**config.mk**
```make
export PLATFORM = sky130hd
export DESIGN_NAME = adc_readout_control
export DESIGN_NICKNAME = d
export VERILOG_FILES = /design/src/logic/adc_readout_pkg.sv /design/src/logic/adc_readout_control.sv /design/src/logic/result_fifo.sv
export SDC_FILE = /design/constraint.sdc
export NUM_CORES = 1
export LEC_CHECK = 0
export BUFFER_PORTS_ARGS = -buffer_cell sky130_fd_sc_hd__buf_2
export CELL_PAD_IN_SITES_DETAIL_PLACEMENT = 0
export CELL_PAD_IN_SITES_GLOBAL_PLACEMENT = 1
export CORE_MARGIN = 3
export CORE_UTILIZATION = 54
export DETAILED_ROUTE_END_ITERATION = 10
export PLACE_DENSITY_LB_ADDON = 0.1
export SLEW_MARGIN = 15
export SYNTH_ARGS = -nofsm -noshare
export SYNTH_HDL_FRONTEND = slang
export SYNTH_SLANG_ARGS = --single-unit
```
**constraint.sdc**
```tcl
create_clock -name clock -period 3 [get_ports clock]
set_input_delay 0.3 -clock clock [delete_from_list [all_inputs] [get_ports clock]]
set_output_delay 0.3 -clock clock [all_outputs]
set_load 0.02 [all_outputs]
```
**src/logic/adc_readout_pkg.sv**
```systemverilog
// Summary of operation
// - Each result is a 16-bit two's complement word, 0x7fff top, 0x0000 mid, 0x8000 bottom.
// - Results above or below the input range clamp to 0x7fff or 0x8000.
// - The select/chain level at each convert rising edge that starts a conversion picks direct-select (high) or chain (low).
// - With select/chain tied to the convert strobe the mode always resolves as chain.
// - Either mode can prefix the result with a start bit that flags end of conversion.
// - In direct-select mode the start bit is enabled if strobe or select is low at conversion end.
// - In chain mode the start bit is enabled if the shift clock is high at the strobe rising edge.
// - The converter drops to low power at the end of every conversion.
// - 3-wire direct-select: the convert strobe going low also selects readback.
// - 4-wire direct-select: the select/chain input going low selects readback.
// - In chain mode select/chain data is shifted in behind the own result.
// - A conversion starts on a convert strobe rising edge after acquisition.
// - Conversion is timed by the internal clock, never by the shift clock.
// - A started conversion runs to its end whatever the strobe does.
// - Readback is MSB first, advancing on each shift clock falling edge.
package adc_readout_pkg;
    localparam int          RESULT_W      = 16;
    localparam int          RAW_W         = 18;
    localparam int          FIFO_DEPTH    = 32;
    localparam logic [15:0] CODE_MAX      = 16'h7fff;
    localparam logic [15:0] CODE_MIN      = 16'h8000;
    localparam logic [15:0] CODE_MID      = 16'h0000;
    localparam logic        START_BIT_VAL = 1'b0;
    localparam int          CLK_PERIOD_PS = 8000;
    localparam int          CONV_TIME_NS  = 500;
    localparam int          CONV_CYCLES   =
        (CONV_TIME_NS * 1000 + CLK_PERIOD_PS - 1) / CLK_PERIOD_PS;
    localparam logic [4:0]  FRAME_PLAIN   = 5'h10;
    localparam logic [4:0]  FRAME_START   = 5'h11;

    typedef enum logic [2:0] {
        ST_ACQ  = 3'b001,
        ST_CONV = 3'b010,
        ST_READ = 3'b100
    } state_t;
endpackage : adc_readout_pkg

```
**src/logic/adc_readout_control.sv**
```systemverilog
`timescale 1ns/1ps
`default_nettype none
module adc_readout_control
    import adc_readout_pkg::*;
(
    input  wire logic                    clock,
    input  wire logic                    rst,
    input  wire logic                    convert_strobe,
    input  wire logic                    select_chain_input,
    input  wire logic                    shift_clock,
    input  wire logic signed [RAW_W-1:0] raw_code,
    output logic                         serial_result_output,
    output logic                         serial_result_output_en,
    output logic                         converting,
    output logic                         powered_down,
    output logic                         chain_mode,
    output logic                         start_bit_enabled
);
    // Pin synchronisers: stage 1 feeds stage 2 only, stage 3 is for edges and the delayed mode samples
    logic [2:0] cnv_sync_r;
    logic [2:0] sdi_sync_r;
    logic [2:0] sck_sync_r;

    always_ff @(posedge clock or posedge rst) begin
        if (rst) begin
            cnv_sync_r <= 3'h0;
            sdi_sync_r <= 3'h0;
            sck_sync_r <= 3'h0;
        end else begin
            cnv_sync_r <= {cnv_sync_r[1:0], convert_strobe};
            sdi_sync_r <= {sdi_sync_r[1:0], select_chain_input};
            sck_sync_r <= {sck_sync_r[1:0], shift_clock};
        end
    end

    wire cnv_s    = cnv_sync_r[1];
    wire sdi_s    = sdi_sync_r[1];
    wire sck_s    = sck_sync_r[1];
    wire cnv_rise = cnv_s & ~cnv_sync_r[2];
    wire sck_fall = ~sck_s & sck_sync_r[2];

    state_t      state_r;
    state_t      state_nxt;
    logic [7:0]  conv_cnt_r;
    logic        cs_mode_r;
    logic        busy_en_r;
    logic        chain_busy_r;
    logic        loaded_r;
    logic [16:0] shreg_r;
    logic [4:0]  bit_cnt_r;
    logic [15:0] fifo_out;
    logic        fifo_out_valid;
    logic        fifo_in_ready;

    // Saturating two's complement coding of the comparator result
    wire over       = raw_code > $signed({{(RAW_W-RESULT_W){1'b0}}, CODE_MAX});
    wire under      = raw_code < $signed({{(RAW_W-RESULT_W){1'b1}}, CODE_MIN});
    wire [15:0] code = over ? CODE_MAX : under ? CODE_MIN :
                       raw_code[RESULT_W-1:0];

    wire conv_done  = (conv_cnt_r == 8'(CONV_CYCLES - 1));
    wire push       = (state_r == ST_CONV) & conv_done;
    wire end_conv   = push & fifo_in_ready;
    wire pop        = (state_r == ST_READ) & ~loaded_r & fifo_out_valid;
    wire cs_select  = ~cnv_s | ~sdi_s;
    wire selected   = cs_mode_r ? cs_select : 1'b1;
    wire [4:0] frame_len = busy_en_r ? FRAME_START : FRAME_PLAIN;
    wire frame_open = (state_r == ST_READ) & loaded_r &
                      (~cs_mode_r | bit_cnt_r < frame_len);
    wire start_conv = cnv_rise & (state_r != ST_CONV);
    wire busy_at_end = cs_mode_r ? cs_select : chain_busy_r;
    wire shift_in    = cs_mode_r ? 1'b0 : sdi_s;
    // Without a start bit the pad under the LSB must never reach the pin
    wire [16:0] shreg_shifted = busy_en_r ?
                                {shreg_r[15:0], shift_in} :
                                {shreg_r[15:1], shift_in, 1'b0};

    result_fifo #(
        .WIDTH (RESULT_W),
        .DEPTH (FIFO_DEPTH)
    ) u_fifo (
        .clock     (clock),
        .rst       (rst),
        .in_valid  (push),
        .in_ready  (fifo_in_ready),
        .in_data   (code),
        .out_valid (fifo_out_valid),
        .out_ready (pop),
        .out_data  (fifo_out)
    );

    always_comb begin
        state_nxt = state_r;
        case (state_r)
            ST_ACQ:  if (start_conv) state_nxt = ST_CONV;
            ST_CONV: if (end_conv) state_nxt = ST_READ;
            ST_READ: if (start_conv) state_nxt = ST_CONV;
            default: state_nxt = ST_ACQ;
        endcase
    end

    always_ff @(posedge clock or posedge rst) begin
        if (rst) begin
            state_r      <= ST_ACQ;
            conv_cnt_r   <= 8'h00;
            cs_mode_r    <= 1'b1;
            chain_busy_r <= 1'b0;
            busy_en_r    <= 1'b0;
        end else begin
            state_r <= state_nxt;
            if (start_conv) begin
                conv_cnt_r   <= 8'h00;
                // Delayed select sample: a select tied to the strobe reads low
                cs_mode_r    <= sdi_sync_r[2];
                chain_busy_r <= sck_sync_r[2];
            end else if (state_r == ST_CONV && !conv_done) begin
                conv_cnt_r <= conv_cnt_r + 8'h01;
            end
            if (end_conv) begin
                busy_en_r <= busy_at_end;
            end
        end
    end

    always_ff @(posedge clock or posedge rst) begin
        if (rst) begin
            loaded_r  <= 1'b0;
            shreg_r   <= 17'h00000;
            bit_cnt_r <= 5'h00;
        end else if (start_conv) begin
            loaded_r  <= 1'b0;
            bit_cnt_r <= 5'h00;
        end else if (pop) begin
            loaded_r  <= 1'b1;
            bit_cnt_r <= 5'h00;
            shreg_r   <= busy_en_r ? {START_BIT_VAL, fifo_out}
                                   : {fifo_out, 1'b0};
        end else if (frame_open && selected && sck_fall) begin
            shreg_r   <= shreg_shifted;
            bit_cnt_r <= (bit_cnt_r == 5'h1f) ? bit_cnt_r
                                              : bit_cnt_r + 5'h01;
        end else if (cs_mode_r && !cs_select && bit_cnt_r != 5'h00) begin
            // Deselect ends the frame early
            bit_cnt_r <= frame_len;
        end
    end

    always_ff @(posedge clock or posedge rst) begin
        if (rst) begin
            serial_result_output    <= 1'b0;
            serial_result_output_en <= 1'b0;
        end else begin
            serial_result_output    <= shreg_r[16];
            serial_result_output_en <= frame_open & selected;
        end
    end

    assign converting        = (state_r == ST_CONV);
    assign powered_down      = (state_r != ST_CONV);
    assign chain_mode        = ~cs_mode_r;
    assign start_bit_enabled = busy_en_r;
endmodule : adc_readout_control
`default_nettype wire

```
**src/logic/result_fifo.sv**
```systemverilog
`timescale 1ns/1ps
`default_nettype none
module result_fifo #(
    parameter int WIDTH = 16,
    parameter int DEPTH = 32
) (
    input  wire logic             clock,
    input  wire logic             rst,
    input  wire logic             in_valid,
    output logic                  in_ready,
    input  wire logic [WIDTH-1:0] in_data,
    output logic                  out_valid,
    input  wire logic             out_ready,
    output logic      [WIDTH-1:0] out_data
);
    localparam int AW = $clog2(DEPTH);

    logic [WIDTH-1:0] mem [DEPTH];
    logic [AW-1:0]    wr_ptr_r;
    logic [AW-1:0]    rd_ptr_r;
    logic [AW:0]      count_r;
    wire              push = in_valid & in_ready;
    wire              pop  = out_valid & out_ready;

    assign in_ready  = (count_r != DEPTH[AW:0]);
    assign out_valid = (count_r != '0);
    assign out_data  = mem[rd_ptr_r];

    always_ff @(posedge clock) begin
        if (push) begin
            mem[wr_ptr_r] <= in_data;
        end
    end

    always_ff @(posedge clock or posedge rst) begin
        if (rst) begin
            wr_ptr_r <= '0;
            rd_ptr_r <= '0;
            count_r  <= '0;
        end else begin
            if (push) wr_ptr_r <= wr_ptr_r + 1'b1;
            if (pop)  rd_ptr_r <= rd_ptr_r + 1'b1;
            count_r <= count_r + {{AW{1'b0}}, push} - {{AW{1'b0}}, pop};
        end
    end
endmodule : result_fifo
`default_nettype wire

```
# [After elaboration in Yosys (flattened, before gate mapping)]
# Memory sizes are Yosys's and may differ from the RTL's.
# Cells that the tools add are included.
[totals] out_inout_bits=6 n_memories=1 inputBits=23 ramBits=512 reg_bits=64 wordCells=97
[memory_table] memory="u_fifo.mem" words=32 word_bits=16 rd=1 rd_ports_with_merged_regs=0 wr=1 line_no="result_fifo.sv:18" text="logic [WIDTH-1:0] mem [DEPTH];"
[classes] bitwise_logic=20 n_reduce_logical=17 order_cmp=3 muxes=24 eq_ne=10 add_sub_neg=6
[op_table] op="two-way mux 17 bit" count=3
[op_table] op="two-way mux 16 bit" count=2
[op_table] op="two-way mux 5 bit" count=5
[op_table] op="> comparator 18 x 16 -> 1 bit (second input constant)" count=1
[op_table] op="< comparator 18 x 16 -> 1 bit (second input constant)" count=1
[op_table] op="two-way mux 8 bit" count=2
[op_table] op="adder 5 x 1 -> 5 bit (second input constant)" count=3
[op_table] op="bitwise AND 1 bit" count=11
[op_table] op="adder 8 x 1 -> 8 bit (second input constant)" count=1
[op_table] op="equality test 8 x 6 -> 1 bit (second input constant)" count=1
[op_table] op="two-way mux 1 bit" count=8
[op_table] op="NOT 1 bit" count=7
[op_table] op="adder 6 x 1 -> 6 bit" count=1
[op_table] op="two-way mux 3 bit" count=2
[op_table] op="!= test 6 bit (second input constant)" count=1
[op_table] op="case mux 3 bit (2 select lines)" count=1
[op_table] op="AND reduction 2 bit" count=3
[op_table] op="nonzero test 2 bit" count=3
[op_table] op="nonzero test 6 bit" count=1
[op_table] op="subtractor 6 x 1 -> 6 bit" count=1
[op_table] op="equality test 5 bit (second input constant)" count=1
[op_table] op="logical AND 1 bit" count=5
[op_table] op="< comparator 5 bit" count=1
[op_table] op="nonzero test 5 bit" count=1
[op_table] op="11 further kinds" count=14

# [Logic depth before layout (Yosys ltp)]
[depth] word_depth=9 mapped_depth=17 mapped_depth_nobuf=16

# [By module]
# From an unflattened synthesis, not the netlist that was laid out.
[unflattened] hier_cells=1276 hier_area_um2=23482.5
[by_module_without_submodules] module="result_fifo" cells_per_inst=969 area_each_um2=20631.0 n_inst=1 seq_area_each_um2=15775.1
[by_module_without_submodules] module="adc_readout_control" cells_per_inst=307 area_each_um2=2851.5 n_inst=1 seq_area_each_um2=1203.7

# [Worst setup path before layout]
# OpenSTA, ideal clock, no wires.
[synth_path] kind="flip-flop to flip-flop" from="reg state_r[2]" to="mem u_fifo.mem[30][0] (enable)" stages_incl_launch_ff=7 setup_ns=0.388 synth_period_minus_slack_ns=3.121 t_required_ns=2.612 t_arrival_ns=2.732 path_buffers=1 path_slack_ns=-0.121 cell_sequence="dfrtp_1 -> nor3b_2 -> inv_1 -> a211oi_1 -> buf_2 -> nand2_1 -> nor2_1"
[synth_between] elab_chain_len=5
[synth_lines] item="start, declared" line_no="adc_readout_control.sv:42" text="state_t state_r;"
[synth_lines] item="start signal, assigned" line_no="adc_readout_control.sv:110" text="state_r <= state_nxt;"
[synth_lines] item="equality test 3 x 2 -> 1 bit"
[synth_lines] item="named net converting" line_no="adc_readout_control.sv:14" text="output logic converting,"
[synth_lines] item="bitwise AND 1 bit" line_no="adc_readout_control.sv:62" text="wire push = (state_r == ST_CONV) & conv_done;"
[synth_lines] item="bitwise AND 1 bit" line_no="result_fifo.sv:22" text="wire push = in_valid & in_ready;"
[synth_lines] item="named net end_conv" line_no="adc_readout_control.sv:63" text="wire end_conv = push & fifo_in_ready;"
[synth_lines] item="two-way mux 1 bit" line_no="result_fifo.sv:30" text="if (push) begin"
[synth_lines] item="two-way mux 1 bit (implied by the code)" line_no="result_fifo.sv:31" text="mem[wr_ptr_r] <= in_data;"
[synth_lines] item="end, declared" line_no="result_fifo.sv:18"
# The timed path passes the listed nets, and every way through them passes these cells.

# [Worst setup path in the final report]
[layout_path] from="reg state_r[2]" to="reg u_fifo.count_r[5]"
[layout_between] elab_chain_len=5 word_cells_on_any_way=9 classes_between="add/sub: 2; eq/ne: 2; bitwise: 5"
[layout_lines] item="equality test 3 x 2 -> 1 bit / equality test 3 bit (equally long branches)" line_no="adc_readout_control.sv:62, adc_readout_control.sv:64"
[layout_lines] item="bitwise AND 1 bit (on tied branches)" line_no="adc_readout_control.sv:62, adc_readout_control.sv:64"
[layout_lines] item="bitwise AND 1 bit (on tied branches)" line_no="result_fifo.sv:22, adc_readout_control.sv:64"
[layout_lines] item="adder 6 x 1 -> 6 bit / bitwise AND 1 bit (equally long branches)" line_no="result_fifo.sv:43, result_fifo.sv:23"
[layout_lines] item="subtractor 6 x 1 -> 6 bit *" line_no="result_fifo.sv:43" text="count_r <= count_r + {{AW{1'b0}}, push} - {{AW{1'b0}}, pop};"
[layout_lines] item="end signal, assigned" line_no="result_fifo.sv:43"
[layout_lines] item="end, declared" line_no="result_fifo.sv:21" text="logic [AW:0] count_r;"
# Every way passes the cells marked *; elsewhere a longest branch is shown, timed or not.
# A chain may end at the register's enable or synchronous reset.

==> results.py <==
metrics = {
    "outcome": {
        "status": "complete, no violations",
    },
    "yosys": {
        "synth.distinct_cells": 52,
        "ys_seq_area_share_pct": 73.24,
        "syn_inst": 1362,
        "async_flop_share_pct": 11.11,
        "synth_ff_type": "edfxtp_1",
        "yosysTopAreaCell": "edfxtp_1",
        "synth.avg_cell_area_sq_um": 17.02,
        "synth_edf_count": 512,
        "yosysTopAreaCellShare_pct": 66.32,
        "synth_nets": 1405,
        "synthTopCellsByArea": "edfxtp_1 (66%), dfrtp_1 (6.7%), mux2i_1 (6.5%)",
        "yosysWarnings": 0,
        "syn_area_sq_mm": 0.02318,
        "ys_seq_elements": 576,
    },
    "power_and_ir_drop": {
        "switching_share_pct": 19.93,
        "p_int_mw": 12.73,
        "clkPwrFrac_pct": 42.0,
        "leakagePower_nw": 8.531,
        "combPwrFrac_pct": 2.4,
        "switchingPower_mw": 3.170,
        "power_density_mw_per_mm2": 602.3,
        "peakVddDrop_v": 0.0005364,
        "p_total_mw": 15.90,
        "seqPwrFrac_pct": 55.6,
    },
    "floorplan": {
        "core_sq_mm": 0.04213,
        "rows": 75,
        "dieArea_sq_mm": 0.04545,
        "die_width_um": 213.2,
        "ios": 29,
        "start_util_pct": 55.02,
        "die_h_um": 213.2,
    },
    "clocking": {
        "numCtsBuffers": 56,
        "clkTransAtPathRegs_ns": 0.06,
        "cts_tree": "yes",
        "clock_path_buffers": 3,
        "cts-root-buf": "clkbuf_16",
        "cts_htree_levels": 2,
        "clkLatencyLatePin_ns": 0.61,
        "cts.sinks": 576,
    },
    "detailed_routing": {
        "vias_per_cell": 5.972,
        "wirelength_mm": 51.97,
        "wl_per_cell_um": 25.22,
        "drtIter0Drc": 1155,
        "via_count": 12310,
        "drc": 0,
        "dr.pass1.iters": 5,
        "postRouteAntennaNets": 0,
    },
    "critical_path": {
        "cp_cell_sequence": "or3b_1 -> a21oi_1 -> nand2_1 -> inv_2 -> ha_1 -> inv_1 -> ha_1 -> a21o_1 -> a21oi_1 -> o21bai_1 -> a21oi_1 -> xor2_1",
        "slowest_delay_ns": 0.44,
        "critPathSlowestCell": "dfrtp_1",
        "cp.arrival_ns": 3.23,
        "cp-end-kind": "flip-flop",
        "crit_type": "reg2reg",
        "crit_path_frequent_cell": "a21oi_1",
        "cp_data_required_time_ns": 3.51,
        "reg2reg_to": "u_fifo.count_r[5]",
        "start_kind": "flip-flop",
        "rr_startpoint": "state_r[2]",
        "rr_worst_depth": 12,
        "r2r_setup_slack_ns": 0.28,
        "crit_end": "u_fifo.count_r[5]",
        "setup.worst_path.start": "state_r[2]",
        "worst-path-max-fanout": 6,
    },
    "final_layout": {
        "finalNonFillerCells": 2061,
        "nets": 1519,
        "synthToLayoutAreaGrowth_pct": 13.88,
        "stdcell_area_sq_mm": 0.02640,
        "layout-drive-gt1-share_pct": 19.92,
        "fin_util_pct": 62.65,
        "mostFrequentLayoutCells": "edfxtp_1 (512), mux2i_1 (151), nor2_1 (97)",
        "final_common_cell": "edfxtp_1",
    },
    "placement": {
        "port_buffers": 28,
        "gp_congestion": 0.8526,
        "dp_hpwl_mm": 31.69,
        "placed_area_sq_mm": 0.02460,
        "place_inst": 1953,
        "place_ws_ns": 0.2968,
    },
    "timing": {
        "fin_hold_ws_ns": 0.2299,
        "fmax_ghz": 0.3675,
        "setup_slack_ns": 0.2785,
        "setup_violations": 0,
        "hold_violations": 0,
        "fin_tns_setup_ns": 0,
        "final.setup_skew_ns": 0.02592,
        "relSlewSlack_pct": 42.09,
        "rsz0062_at_grt": "no",
        "fin_crit_sh_pct": 90.72,
        "tightest_slew_ns": 0.8678,
        "min_period_ns": 2.721,
        "slew_viol_final": 0,
    },
    "worst_hold_path": {
        "hp-class": "in2reg",
    },
    "global_routing": {
        "grtUsageTotal_pct": 23.49,
        "globalRouteOverflowTotal": 0,
        "antenna_found_initial": 1,
        "grt_start_max_net_pins": 63,
        "grt_pass1_vias": 12260,
        "grt_pass1_wl_mm": 77.89,
    },
    "flow_run": {
        "drv_cap": 0,
    },
}
[power groups by stage]
stage          Combinational (mW)  Clock (mW)  Sequential (mW)
6_report                    0.379        6.68             8.84
5_1_grt                     0.418        7.21             8.84
3_3_place_gp                0.365           0             9.01
3_5_place_dp                0.378           0             9.01
4_1_cts                     0.383        6.84             8.84
2_1_floorplan               0.174           0             9.01
[routing by layer]
layer  routed length [um]  part of all wire (%)  global-route usage, %  vias to the layer above
li1                     -                     -                      -                     5624
met1                22760                    44                  33.99                     6275
met2                24790                    48                  36.92                      332
met3                 3182                   6.1                  4.937                       75
met4                 1221                   2.3                  6.427                        2
met5                   14                 0.027                      0                        -
[registers in the layout (all words and copies together), names as in the netlist]
signal and count:
u_fifo.count_r 6, state_r 3, u_fifo.wr_ptr_r 5, shreg_r 17
cs_mode_r 1, serial_result_output 1, u_fifo.rd_ptr_r 5, sck_sync_r 3
serial_result_output_en 1, start_bit_enabled 1, bit_cnt_r 5, chain_busy_r 1
sdi_sync_r 3, cnv_sync_r 3, u_fifo.mem 512, loaded_r 1
conv_cnt_r 8
[cell usage after synthesis (all sizes together), types with 2 or more instances]
| cell | count |
|---|---|
| edfxtp | 512 |
| mux2i | 151 |
| nor2 | 99 |
| o21ai | 70 |
| dfrtp | 62 |
| mux4 | 60 |
| clkbuf | 42 |
| nand2 | 42 |
| a21oi | 38 |
| buf | 38 |
| a22oi | 34 |
| a221oi | 30 |
| inv | 25 |
| ha | 19 |
| a211oi | 17 |
| o22ai | 16 |
| o221ai | 15 |
| xnor2 | 13 |
| nand3 | 12 |
| nand4 | 9 |
| xor2 | 8 |
| nor2b | 6 |
| and3 | 5 |
| nand3b | 4 |
| nor3b | 4 |
| a31oi | 3 |
| nor3 | 3 |
| or3b | 3 |
| a21o | 2 |
| dfstp | 2 |
| nand2b | 2 |
| nand4b | 2 |
| o211ai | 2 |
| or3 | 2 |
[critical path: cells and delay by family (launching register included)]
kind / cells / cell delay [ns]
AND/OR/NAND/NOR: 2 / 0.55
XOR/XNOR: 1 / 0.16
adder cells (fa/ha/maj): 2 / 0.45
AO/OA/AOI/OAI: 5 / 0.88
flip-flops: 1 / 0.44
buffers and inverters: 2 / 0.14
[cells by family (layout without fill, tap and decap cells)]
logic type                 Yosys count  count (layout)  share of synthesized area [%]
buffers and inverters              105             264                          2.051
xor gates and xnor gates            21              21                         0.7934
adders and majority gates           20              20                          1.112
and+or+nand+nor                    197             197                          3.929
muxes                              212             212                          12.40
other                                0               1                              0
DFF                                576             576                          73.24
AOI/OAI and AO/OA                  231             231                          6.477
[layout make-up]
type | instances | area (sq um)
sequential | 576 | 16990
antenna | 1 | 2.502
clock inverter | 22 | 170.2
inverter | 25 | 93.84
timing repair buffer | 136 | 1086
fill | 3033 | 15740
clock buffer | 81 | 1588
tap | 539 | 674.4
multi-input combinational | 681 | 5797
[worst min-delay path by stage]
stage | from | end | slack, ns | cells after the start
2_1_floorplan | cnv_sync_r[0] | cnv_sync_r[1] | 0.33 | 0
3_3_place_gp | sdi_sync_r[0] | sdi_sync_r[1] | 0.34 | 0
3_5_place_dp | cnv_sync_r[0] | cnv_sync_r[1] | 0.34 | 0
4_1_cts | raw_code[10] | u_fifo.mem[23][10] | 0.20 | 3
5_1_grt | raw_code[10] | u_fifo.mem[21][10] | 0.23 | 3
6_report | raw_code[10] | u_fifo.mem[23][10] | 0.23 | 3
[repair_timing]
action                                 in CTS  in global routing
endpoints found under the hold margin      30                  0
hold buffers                                4                  0
resized for setup                           0                  0
setup buffers                               0                  0
(Power assumes the default switching activity.)
